==> config.mk <==
export PLATFORM = sky130hd
export DESIGN_NAME = control_table_init_loader
export DESIGN_NICKNAME = d
export VERILOG_FILES = /design/src/ctl_loader_pkg.sv /design/src/control_table_init_loader.sv
export VERILOG_INCLUDE_DIRS = /design/src
export SDC_FILE = /design/constraint.sdc
export NUM_CORES = 2
export LEC_CHECK = 0
export ABC_AREA = 1
export BUFFER_PORTS_ARGS = -buffer_cell sky130_fd_sc_hd__buf_2
export CAP_MARGIN = 25
export CELL_PAD_IN_SITES_DETAIL_PLACEMENT = 1
export CELL_PAD_IN_SITES_GLOBAL_PLACEMENT = 1
export CORE_MARGIN = 8
export CORE_UTILIZATION = 30
export DETAILED_ROUTE_END_ITERATION = 16
export HOLD_SLACK_MARGIN = 0.15
export PLACE_DENSITY = 0.64
export SLEW_MARGIN = 0
export SYNTH_ARGS = -nofsm -noshare
export SYNTH_HDL_FRONTEND = slang
export SYNTH_SLANG_ARGS = --single-unit
==> constraint.sdc <==
create_clock -name i_clk -period 4.7 [get_ports i_clk]
set_input_delay 0.47 -clock i_clk [delete_from_list [all_inputs] [get_ports i_clk]]
set_output_delay 0.47 -clock i_clk [all_outputs]
set_load 0.005 [all_outputs]
==> src/ctl_loader_params.svh <==
// constants for the control table loader: offsets, field positions, reset values
// assumes 32-bit byte addressing on the boot memory side
`ifndef CTL_LOADER_PARAMS_SVH
`define CTL_LOADER_PARAMS_SVH

// -------------------------------------------------------------
// process control block word offsets
// -------------------------------------------------------------
`define PRCB_FAULT_OFF 8'h00
`define PRCB_CTRL_OFF 8'h04
`define PRCB_INT_OFF 8'h10
`define PRCB_SYSPROC_OFF 8'h14

// -------------------------------------------------------------
// control table word offsets
// -------------------------------------------------------------
`define TBL_INT_MAP0_OFF 8'h10
`define TBL_INT_MAP1_OFF 8'h14
`define TBL_INT_MAP2_OFF 8'h18
`define TBL_ICFG_OFF 8'h1C
`define TBL_REGION_FIRST 8'h20
`define TBL_REGION_STRIDE 8'h08
`define TBL_TRACE_OFF 8'h68
`define TBL_BUSCFG_OFF 8'h6C
`define NUM_CTL_WORDS 14
`define NUM_PTR_WORDS 4
`define LAST_PRCB_STEP 5'h03
`define LAST_LOAD_STEP 5'h11
`define CTL_BUSCFG_IDX 13
`define PTR_CTRL_IDX 1
`define PTR_INT_IDX 2
`define TABLE_VALID_BIT 0

// -------------------------------------------------------------
// interrupt table pending fields
// -------------------------------------------------------------
`define INT_PEND_PRIO_OFF 32'h00000000
`define INT_PEND_IRQ_OFF 32'h00000004

// -------------------------------------------------------------
// part identifier, boundary-scan layout; values arbitrary
// -------------------------------------------------------------
`define ID_VERSION 4'h1
`define ID_PART 16'h5A5A
`define ID_MAKER 11'h2A5

// -------------------------------------------------------------
// register port word offsets
// -------------------------------------------------------------
`define REG_PART_ID 8'h00
`define REG_STATUS 8'h04
`define REG_CONTROL 8'h08
`define REG_SW_IP 8'h0C
`define REG_SW_PRCB 8'h10
`define REG_PTR_BASE 8'h20
`define REG_CTL_BASE 8'h40
`define REG_CTL_LAST 8'h74
`define REG_RESET_VAL 32'h00000000

`endif

==> src/ctl_loader_pkg.sv <==
// types shared by the control table loader
// assumes the constants header is included where offsets are needed
package ctl_loader_pkg;

  typedef enum logic [5:0] {
    ST_IDLE  = 6'b000001,
    ST_PRCB  = 6'b000010,
    ST_TABLE = 6'b000100,
    ST_GR0   = 6'b001000,
    ST_RUN   = 6'b010000,
    ST_POST  = 6'b100000
  } state_type;

  typedef struct packed {
    logic        rd;
    logic        wr;
    logic [31:0] addr;
    logic [31:0] wdata;
  } mem_req_type;

endpackage
==> src/control_table_init_loader.sv <==
// control table loader: fetches process control block and control table words
// from boot memory after reset or reinitialization, then releases the core.
// assumes memory, core and register port all run on i_clk.
`timescale 1ns/10ps
`include "ctl_loader_params.svh"

module control_table_init_loader (
  input wire logic i_clk, // core clock
  input wire logic i_rst_n, // async reset, active low
  input wire logic [31:0] i_boot_ip, // first instruction pointer
  input wire logic [31:0] i_boot_prcb, // first control block pointer
  input wire logic i_reinit, // reinitialize message pulse
  input wire logic [31:0] i_reinit_ip, // reinit instruction pointer
  input wire logic [31:0] i_reinit_prcb, // reinit control block pointer
  input wire logic i_post_req, // software interrupt post pulse
  input wire logic [31:0] i_post_prio, // pending priority word
  input wire logic [31:0] i_post_irq, // pending interrupt word
  output ctl_loader_pkg::mem_req_type o_mem, // boot memory request
  input wire logic i_mem_ack, // memory completes request
  input wire logic [31:0] i_mem_rdata, // memory read data
  output logic o_core_hold, // core held while loading
  output logic o_fetch_start, // first fetch pulse
  output logic [31:0] o_fetch_ip, // first fetch address
  output logic o_gr0_we, // general register zero write
  output logic [31:0] o_gr0_data, // general register zero data
  output logic o_post_busy, // interrupt post in progress
  input wire logic [7:0] i_reg_addr, // register byte address
  input wire logic [31:0] i_reg_wdata, // register write data
  input wire logic i_reg_wr, // register write strobe
  input wire logic i_reg_rd, // register read strobe
  output logic [31:0] o_reg_rdata // read data, cycle after strobe
);

  // -------------------------------------------------------------
  // decode helpers
  // -------------------------------------------------------------
  localparam logic [31:0] PART_ID = {`ID_VERSION, `ID_PART, `ID_MAKER, 1'b1};

  function automatic logic [7:0] prcb_off(input logic [4:0] step);
    case (step[1:0])
      2'h0: prcb_off = `PRCB_FAULT_OFF;
      2'h1: prcb_off = `PRCB_CTRL_OFF;
      2'h2: prcb_off = `PRCB_INT_OFF;
      default: prcb_off = `PRCB_SYSPROC_OFF;
    endcase
  endfunction

  // reserved words are never read, so their content cannot matter here
  function automatic logic [7:0] tbl_off(input logic [4:0] idx);
    case (idx)
      5'h00: tbl_off = `TBL_INT_MAP0_OFF;
      5'h01: tbl_off = `TBL_INT_MAP1_OFF;
      5'h02: tbl_off = `TBL_INT_MAP2_OFF;
      5'h03: tbl_off = `TBL_ICFG_OFF;
      5'h0C: tbl_off = `TBL_TRACE_OFF;
      5'h0D: tbl_off = `TBL_BUSCFG_OFF;
      default: tbl_off = `TBL_REGION_FIRST + 8'(idx - 5'h04) * `TBL_REGION_STRIDE;
    endcase
  endfunction

  // -------------------------------------------------------------
  // state
  // -------------------------------------------------------------
  ctl_loader_pkg::state_type state_reg, state_next;
  ctl_loader_pkg::mem_req_type mem_reg, mem_next;
  logic [4:0] step_reg, step_next;
  logic [31:0] ptr_reg [`NUM_PTR_WORDS];
  logic [31:0] ptr_next [`NUM_PTR_WORDS];
  logic [31:0] ctl_reg [`NUM_CTL_WORDS];
  logic [31:0] ctl_next [`NUM_CTL_WORDS];
  logic [31:0] prcb_reg, prcb_next;
  logic [31:0] ip_reg, ip_next;
  logic [31:0] sw_ip_reg, sw_ip_next;
  logic [31:0] sw_prcb_reg, sw_prcb_next;
  logic sw_reinit_reg, sw_reinit_next;
  logic [31:0] prio_reg, prio_next;
  logic [31:0] irq_reg, irq_next;
  logic gr0_we_reg, gr0_we_next;
  logic [31:0] gr0_data_reg, gr0_data_next;
  logic fetch_reg, fetch_next;
  logic [31:0] rdata_reg, rdata_next;
  logic [31:0] fetch_addr;
  logic [4:0] tbl_idx;
  logic [5:0] reg_word;

  assign tbl_idx = step_reg - 5'h04;
  assign reg_word = 6'((i_reg_addr - `REG_CTL_BASE) >> 2);
  assign fetch_addr = (step_reg <= `LAST_PRCB_STEP) ?
                      prcb_reg + {24'h000000, prcb_off(step_reg)} :
                      ptr_reg[`PTR_CTRL_IDX] + {24'h000000, tbl_off(tbl_idx)};

  // -------------------------------------------------------------
  // next state
  // -------------------------------------------------------------
  always_comb begin
    state_next = state_reg;
    mem_next = mem_reg;
    step_next = step_reg;
    ptr_next = ptr_reg;
    ctl_next = ctl_reg;
    prcb_next = prcb_reg;
    ip_next = ip_reg;
    sw_ip_next = sw_ip_reg;
    sw_prcb_next = sw_prcb_reg;
    sw_reinit_next = sw_reinit_reg;
    prio_next = prio_reg;
    irq_next = irq_reg;
    gr0_we_next = 1'b0;
    gr0_data_next = gr0_data_reg;
    fetch_next = 1'b0;
    rdata_next = 32'h00000000;
    case (state_reg)
      ctl_loader_pkg::ST_IDLE: begin
        // boot pointers caught on the first edge after release
        prcb_next = i_boot_prcb;
        ip_next = i_boot_ip;
        step_next = 5'h00;
        state_next = ctl_loader_pkg::ST_PRCB;
      end
      ctl_loader_pkg::ST_PRCB, ctl_loader_pkg::ST_TABLE: begin
        if (!mem_reg.rd) begin
          mem_next.rd = 1'b1;
          mem_next.addr = fetch_addr;
        end else if (i_mem_ack) begin
          mem_next.rd = 1'b0;
          if (step_reg <= `LAST_PRCB_STEP) begin
            // pointers only change inside this flow
            ptr_next[step_reg[1:0]] = i_mem_rdata;
          end else begin
            ctl_next[tbl_idx[3:0]] = i_mem_rdata;
          end
          if (step_reg == `LAST_LOAD_STEP) begin
            // regions are in place; mark the loaded set valid
            ctl_next[`CTL_BUSCFG_IDX][`TABLE_VALID_BIT] = 1'b1;
            gr0_we_next = 1'b1;
            gr0_data_next = PART_ID;
            state_next = ctl_loader_pkg::ST_GR0;
          end else begin
            step_next = step_reg + 5'h01;
            if (step_reg == `LAST_PRCB_STEP) begin
              state_next = ctl_loader_pkg::ST_TABLE;
            end
          end
        end
      end
      ctl_loader_pkg::ST_GR0: begin
        fetch_next = 1'b1;
        state_next = ctl_loader_pkg::ST_RUN;
      end
      ctl_loader_pkg::ST_RUN: begin
        if (i_reinit) begin
          prcb_next = i_reinit_prcb;
          ip_next = i_reinit_ip;
          step_next = 5'h00;
          ctl_next[`CTL_BUSCFG_IDX][`TABLE_VALID_BIT] = 1'b0;
          state_next = ctl_loader_pkg::ST_PRCB;
        end else if (sw_reinit_reg) begin
          prcb_next = sw_prcb_reg;
          ip_next = sw_ip_reg;
          sw_reinit_next = 1'b0;
          step_next = 5'h00;
          ctl_next[`CTL_BUSCFG_IDX][`TABLE_VALID_BIT] = 1'b0;
          state_next = ctl_loader_pkg::ST_PRCB;
        end else if (i_post_req) begin
          prio_next = i_post_prio;
          irq_next = i_post_irq;
          step_next = 5'h00;
          state_next = ctl_loader_pkg::ST_POST;
        end
      end
      ctl_loader_pkg::ST_POST: begin
        if (!mem_reg.wr) begin
          mem_next.wr = 1'b1;
          mem_next.addr = ptr_reg[`PTR_INT_IDX] +
                          (step_reg[0] ? `INT_PEND_IRQ_OFF : `INT_PEND_PRIO_OFF);
          mem_next.wdata = step_reg[0] ? irq_reg : prio_reg;
        end else if (i_mem_ack) begin
          mem_next.wr = 1'b0;
          if (step_reg[0]) begin
            state_next = ctl_loader_pkg::ST_RUN;
          end else begin
            step_next = 5'h01;
          end
        end
      end
      default: begin
        state_next = ctl_loader_pkg::ST_IDLE;
      end
    endcase
    // register port writes; a write arriving as the request is taken keeps it pending
    if (i_reg_wr) begin
      case (i_reg_addr)
        `REG_CONTROL: begin
          if (i_reg_wdata[0]) begin
            sw_reinit_next = 1'b1;
          end
        end
        `REG_SW_IP: begin
          sw_ip_next = i_reg_wdata;
        end
        `REG_SW_PRCB: begin
          sw_prcb_next = i_reg_wdata;
        end
        default: begin
        end
      endcase
    end
    if (i_reg_rd) begin
      if (i_reg_addr >= `REG_CTL_BASE && i_reg_addr <= `REG_CTL_LAST &&
          i_reg_addr[1:0] == 2'h0) begin
        rdata_next = ctl_reg[reg_word[3:0]];
      end else if (i_reg_addr >= `REG_PTR_BASE && i_reg_addr < `REG_PTR_BASE + 8'h10 &&
                   i_reg_addr[1:0] == 2'h0) begin
        rdata_next = ptr_reg[i_reg_addr[3:2]];
      end else begin
        case (i_reg_addr)
          `REG_PART_ID: rdata_next = PART_ID;
          `REG_STATUS: rdata_next = {28'h0000000, sw_reinit_reg,
                                     ctl_reg[`CTL_BUSCFG_IDX][`TABLE_VALID_BIT],
                                     state_reg == ctl_loader_pkg::ST_POST,
                                     state_reg == ctl_loader_pkg::ST_RUN};
          `REG_CONTROL: rdata_next = {31'h00000000, sw_reinit_reg};
          `REG_SW_IP: rdata_next = sw_ip_reg;
          `REG_SW_PRCB: rdata_next = sw_prcb_reg;
          default: rdata_next = 32'h00000000;
        endcase
      end
    end
  end

  // -------------------------------------------------------------
  // registers
  // -------------------------------------------------------------
  always_ff @(posedge i_clk or negedge i_rst_n) begin
    if (!i_rst_n) begin
      state_reg <= ctl_loader_pkg::ST_IDLE;
      mem_reg <= '0;
      step_reg <= 5'h00;
      ptr_reg <= '{default: `REG_RESET_VAL};
      ctl_reg <= '{default: `REG_RESET_VAL};
      prcb_reg <= `REG_RESET_VAL;
      ip_reg <= `REG_RESET_VAL;
      sw_ip_reg <= `REG_RESET_VAL;
      sw_prcb_reg <= `REG_RESET_VAL;
      sw_reinit_reg <= 1'b0;
      prio_reg <= `REG_RESET_VAL;
      irq_reg <= `REG_RESET_VAL;
      gr0_we_reg <= 1'b0;
      gr0_data_reg <= `REG_RESET_VAL;
      fetch_reg <= 1'b0;
      rdata_reg <= `REG_RESET_VAL;
    end else begin
      state_reg <= state_next;
      mem_reg <= mem_next;
      step_reg <= step_next;
      ptr_reg <= ptr_next;
      ctl_reg <= ctl_next;
      prcb_reg <= prcb_next;
      ip_reg <= ip_next;
      sw_ip_reg <= sw_ip_next;
      sw_prcb_reg <= sw_prcb_next;
      sw_reinit_reg <= sw_reinit_next;
      prio_reg <= prio_next;
      irq_reg <= irq_next;
      gr0_we_reg <= gr0_we_next;
      gr0_data_reg <= gr0_data_next;
      fetch_reg <= fetch_next;
      rdata_reg <= rdata_next;
    end
  end

  assign o_mem = mem_reg;
  assign o_core_hold = (state_reg != ctl_loader_pkg::ST_RUN) &&
                       (state_reg != ctl_loader_pkg::ST_POST);
  assign o_fetch_start = fetch_reg;
  assign o_fetch_ip = ip_reg;
  assign o_gr0_we = gr0_we_reg;
  assign o_gr0_data = gr0_data_reg;
  assign o_post_busy = (state_reg == ctl_loader_pkg::ST_POST);
  assign o_reg_rdata = rdata_reg;
endmodule

### Word level (Yosys, flattened, before mapping)

Cells that the tools add are included.

* equal/unequal tests: 34
* bitwise logic cells: 8
* muxes and demuxes: 71
* reduce and logical (&&, ||, !) cells: 29
* add/subtract/negate cells: 8
* order comparisons: 11

Operators by type and width (number)
* 32-bit two-way mux: 16
* 448-bit bitwise mux: 1
* 32-bit one-hot mux with 2 select lines: 3
* 32-bit one-hot mux with 5 select lines: 1
* 32-bit binary-select mux with 4-bit select: 1
* 128-bit bitwise mux: 1
* 32-bit demux with 4-bit select: 1
* 32-bit by 8-bit adder with 32-bit output: 2
* 32-bit binary-select mux with 2-bit select: 1
* 32-bit demux with 2-bit select: 1
* 64-bit two-way mux: 1
* 6-bit two-way mux: 10
* 8-bit one-hot mux with 6 select lines: 1
* 5-bit two-way mux: 9
* 32-bit by 3-bit adder with 32-bit output: 1
* 6-bit one-hot mux with 5 select lines: 1
* 5-bit one-hot mux with 4 select lines: 1
* 1-bit two-way mux: 19
* 8-bit by 4-bit equality test with 1-bit output (second input constant): 2
* 4-bit AND reduction: 4
* 5-bit by 2-bit equality test with 1-bit output (second input constant): 3
* 5-bit one-hot mux with 3 select lines: 1
* 2-bit != test (second input constant): 7
* 7-bit AND reduction: 2
* 47 further kinds: 71

* logic and storage cells: 198
* bits of input ports: 271
* output and inout bits: 166
* register bits: 881

### Longest topological paths before layout

* depth in word-level cells: 12
* gate-level depth with buffers: 25
* mapped depth without buffers: 22

### Worst setup path before layout

No wires, ideal clock.

* path kind: flip-flop to flip-flop
* start point: register step_reg[0]
* end point: register mem_reg (netlist bit o_mem[54])
* path buffers: 3
* cell stages (with the launch flop): 22
* slack: 1100 ps
* clock period less this slack: 3600 ps
* arrival time: 3478 ps
* cells stage by stage: dfrtp_1 -> buf_4 -> clkinv_1 -> clkbuf_1 -> ha_1 -> clkbuf_1 -> nand2_1 -> a21oi_1 -> nor2_1 -> o21ai_0 -> inv_1 -> fa_1 -> inv_1 -> nand2_1 -> o21ai_0 -> nand2_1 -> nand2_1 -> nand2_1 -> o21ai_0 -> nand3_1 -> nand3_1 -> a21oi_1

* longest elaborated chain between the ends: 8

RTL lines
* from (decl): RTL line control_table_init_loader.sv:66 `logic [4:0] step_reg, step_next;`
* from (signal assigned): RTL line control_table_init_loader.sv:255 `step_reg <= step_next;`
* 5-bit by 3-bit subtractor with 5-bit output: RTL line control_table_init_loader.sv:86 `assign tbl_idx = step_reg - 5'h04;`
* 5-bit by 3-bit subtractor with 5-bit output: RTL line control_table_init_loader.sv:57 `` default: tbl_off = `TBL_REGION_FIRST + 8'(idx - 5'h04) * `TBL_REGION_STRIDE; ``
* 6-bit by 8-bit adder with 8-bit output (no source line)
* 8-bit one-hot mux with 6 select lines: RTL line control_table_init_loader.sv:50 `case (idx)`
* 32-bit by 8-bit adder with 32-bit output: RTL line control_table_init_loader.sv:90 `` ptr_reg[`PTR_CTRL_IDX] + {24'h000000, tbl_off(tbl_idx)}; ``
* 32-bit two-way mux: RTL line control_table_init_loader.sv:88 `` assign fetch_addr = (step_reg <= `LAST_PRCB_STEP) ? ``
* 32-bit two-way mux: RTL line control_table_init_loader.sv:121 `if (!mem_reg.rd) begin`
* 32-bit one-hot mux with 2 select lines *: RTL line control_table_init_loader.sv:112 `case (state_reg)`
* to (signal assigned): RTL line control_table_init_loader.sv:254 `mem_reg <= mem_next;`
* to (decl): RTL line control_table_init_loader.sv:65 `ctl_loader_pkg::mem_req_type mem_reg, mem_next;`

Mark *: on every way between the ends. The rest lies on a longest branch, timed or not. The select of a mux whose other input is x is not followed.
A chain may end at the register's enable or synchronous reset.

### Worst setup path after layout

* start point: register step_reg[1]
* end point: register mem_reg (netlist bit o_mem[50])

* longest elaborated chain between the ends: 8

RTL lines (RTL line)
* 5-bit by 3-bit subtractor with 5-bit output: control_table_init_loader.sv:86
* 5-bit by 3-bit subtractor with 5-bit output: control_table_init_loader.sv:57
* 6-bit by 8-bit adder with 8-bit output (no source line)
* 8-bit one-hot mux with 6 select lines: control_table_init_loader.sv:50
* 32-bit by 8-bit adder with 32-bit output: control_table_init_loader.sv:90
* 32-bit two-way mux *: control_table_init_loader.sv:88
* 32-bit two-way mux *: control_table_init_loader.sv:121
* 32-bit one-hot mux with 2 select lines *: control_table_init_loader.sv:112

Marks and branches as above.

==> impl_metrics.csv <==
group,metric,value,unit
global_routing,grt_pass1_wl,266,mm
worst_setup_path,startpoint_type,"flip-flop",
drt,drt_first_pass_iters,5,
clocking,post_cts_buffers,0,
global_routing,antenna_found_initial,22,
global_routing,grt-ovfl-total,0,
power_and_ir_drop,vdd_ir_drop_max,287,µV
worst_setup_path,crit_arrival,4610,ps
global_routing,grt_pass1_vias,39200,
worst_setup_path,critPathKind,"reg -> reg",
floorplanning,coreArea,136000,µm²
floorplanning,pin_count,437,
synth,synthTopCellsByArea,"dfrtp_1 (54%), nand2_1 (11%), o21ai_0 (6.5%), o21ai_1 (3.9%), o22ai_1 (3.9%)",
synth,synth_top_area_share,53.7,%
place,gp_congestion,0.920,
timing,setup_viol,0,
clocking,cts_max_path_buffers,3,
floorplanning,die_x,386,µm
place,hpwl,124,mm
timing,period_needed,4000,ps
timing,tightest_slew,1100,ps
floorplanning,rows,135,
clocking,clock-root-buffer,"clkbuf_16",
synth,ys_warn_count,0,
timing,slew_headroom,26.5,%
clocking,cts_tree,"yes",
drt,vias,37700,
synth,syn_inst,4747,
cells_and_area,drive_above_1_share,15.3,%
global_routing,grt_max_degree,129,
floorplanning,dieArea,149000,µm²
synth,async_flop_share,100,%
floorplanning,die_y,386,µm
clocking,cts.sinks,881,
synth,yosysUniqueCellTypes,58,
timing,finalSetupTns,0,ps
timing,hold_viol_final,0,
worst_setup_path,worst-path-max-fanout,9,
clocking,ctsResizeCount,0,
synth,synth_common_cells,"nand2_1 (1170), dfrtp_1 (880), o21ai_0 (535), o21ai_1 (322), nor2_1 (307)",
synth,synth_area,41000,µm²
clocking,cts_made_buffers,100,
drt,drc,0,
cells_and_area,fillers,15900,
power_and_ir_drop,p_leak,22.9,nW
drt,routed_via_density,5.33,
cells_and_area,final_nets,5503,
drt,final_antenna_net_count,0,
floorplanning,start_util,30.2,%
synth,synthFlopType,"dfrtp_1",
worst_setup_path,worstPathRequired,5310,ps
worst_setup_path,worstSetupEndpointType,"flip-flop",
cells_and_area,area_growth,22.4,%
worst_hold_path,hold_class,"in -> reg",
outcome,status,"finished clean",
worst_setup_path,regToRegSetupSlack,700,ps
cells_and_area,largest_reg_flops,448,
global_routing,grt_usage,23.6,%
drt,dr.first_iter.drc_count,2833,
synth,synth.largest_area_cell,"dfrtp_1",
job,maxCapViolCount,0,
place,place.port_buffers,419,
synth,synth_edf_count,0,
synth,seq_area_frac_synth,53.8,%
timing,maxSlewViolCount,0,
timing,period_share,85.1,%
synth,synth_most_common_cell,"nand2_1",
synth,synth_seq_cells,881,
clocking,cts.clk_slew.worst_paths,60,ps
drt,routedWlPerCell,25.5,µm
place,placed_cells,6698,
power_and_ir_drop,p_per_area,452,nW/µm²
clocking,clk_latency,710,ps
timing,rsz0062_at_grt,"false",
drt,postRouteWirelength,180,mm
timing,skew,38.3,ps
synth,syn_avg_cell_area,8.64,µm²
timing,fmax,250,MHz
cells_and_area,final_cell_count_no_fill,7086,
clocking,cts_max_level,3,
[power breakdown]
group | leakage, nW | internal [mW] | total, mW | switching [mW]
registers | 11.9 | 8.50 | 9.66 | 1.16
logic | 9.30 | 1.71 | 4.67 | 2.96
clock network | 1.72 | 4.96 | 8.38 | 3.42
total | 22.9 | 15.2 | 22.7 | 7.54
[cell type report]
cell class	count	area (µm²)	share of cell area (%)
repair buffers	703	4960	9.88
multi-input cells	3266	16400	32.8
flip-flops and latches	881	22000	43.9
clock inverters	39	534	1.06
inverters	257	966	1.92
diodes	15	37.5	0.0748
well taps	1781	2230	4.44
clock buffers	144	2980	5.94
[cell usage in the layout, fill, tap and decap left out, types with 18 or more instances in the layout]
cell type      synthesis  routed
nand4_1               49      49
dlygate4sd3_1          0     187
clkbuf_8               0      27
o22ai_1              253     253
o21ai_0              535     535
a21oi_1               68      68
mux2_2                64      64
inv_1                247     245
o211ai_1              57      57
clkinv_2               0      18
dfrtp_1              880     880
buf_4                 32      78
nor3_1                47      47
nand2_1             1170    1158
clkbuf_16              0     102
a221o_1               28      28
nand3_1              105     105
buf_2                 69     418
o21ai_1              322     320
a31oi_1               94      94
ha_1                  22      22
nor2_1               307     302
[per-layer routing]
metal  routed length (µm)  vias up  global-route usage (%)
met5                   73        -                       0
li1                     -    17200                       -
met2                85400     1096                    39.3
met4                 8020       12                    10.3
met3                 9800      300                    3.79
met1                77100    19200                    30.4
[path summary, 6_finish.rpt]
check	startpoint	to	cells past startpoint
worst max-delay path	step_reg[1]	o_mem[50]	19
worst min-delay path	i_reinit_prcb[17]	prcb_reg[17]	3
worst max register to register	step_reg[1]	o_mem[50]	19
worst min register to register	o_fetch_ip[24]	o_fetch_ip[24]	2
max in group asynchronous	i_rst_n	prio_reg[10]	3
min in group asynchronous	i_rst_n	o_fetch_ip[18]	2
[worst max-delay path, cell delays in order (launching register included)]
cell     delay, ps
dfrtp_1        460
inv_1          140
ha_1           510
nand2_1        240
a21oi_1        290
nor2_1          60
o21ai_0        120
inv_1          100
fa_1           430
inv_1          110
nand2_1         70
o21ai_0        490
nand3_1        140
nand2_1        220
nand2_1         80
nand2_1         90
nand3_1         60
o21ai_0         90
nand2_1         80
a21oi_1        140
[cells by family (layout without fill, tap and decap cells)]
group           count (synthesis)  after routing  share of synthesized area (%)
flops                         881            881                           53.8
buf+inv                       616           1143                           6.54
compound gates               1424           1424                           19.7
other cells                     1             32                        0.00915
simple gates                 1724           1724                           17.2
xor+xnor                       14             14                          0.299
mux                            64             64                           1.76
fa+ha+maj                      23             23                          0.720
[timing repair]
item | in CTS | in global routing
hold buffers | 187 | 0
setup endpoints to repair | 0 | 0
endpoints found under the hold margin | 265 | 0
[stage by stage]
stage / hold WS, ps / utilization (%) / power [mW] / cell area, µm² / worst slack, ps
final: 186 / 37.0 / 22.7 / 50200 / 699
after global routing: 182 / 37.0 / 23.8 / 50200 / 186
after global placement: 462 / 32.9 / 14.0 / 44600 / 864
after floorplan: 174 / - / 11.8 / 41100 / 1100
after detailed placement: 469 / 33.0 / 14.1 / 44700 / 730
after CTS: 151 / 36.9 / 22.9 / 50100 / 692
(Power assumes the default switching activity.)
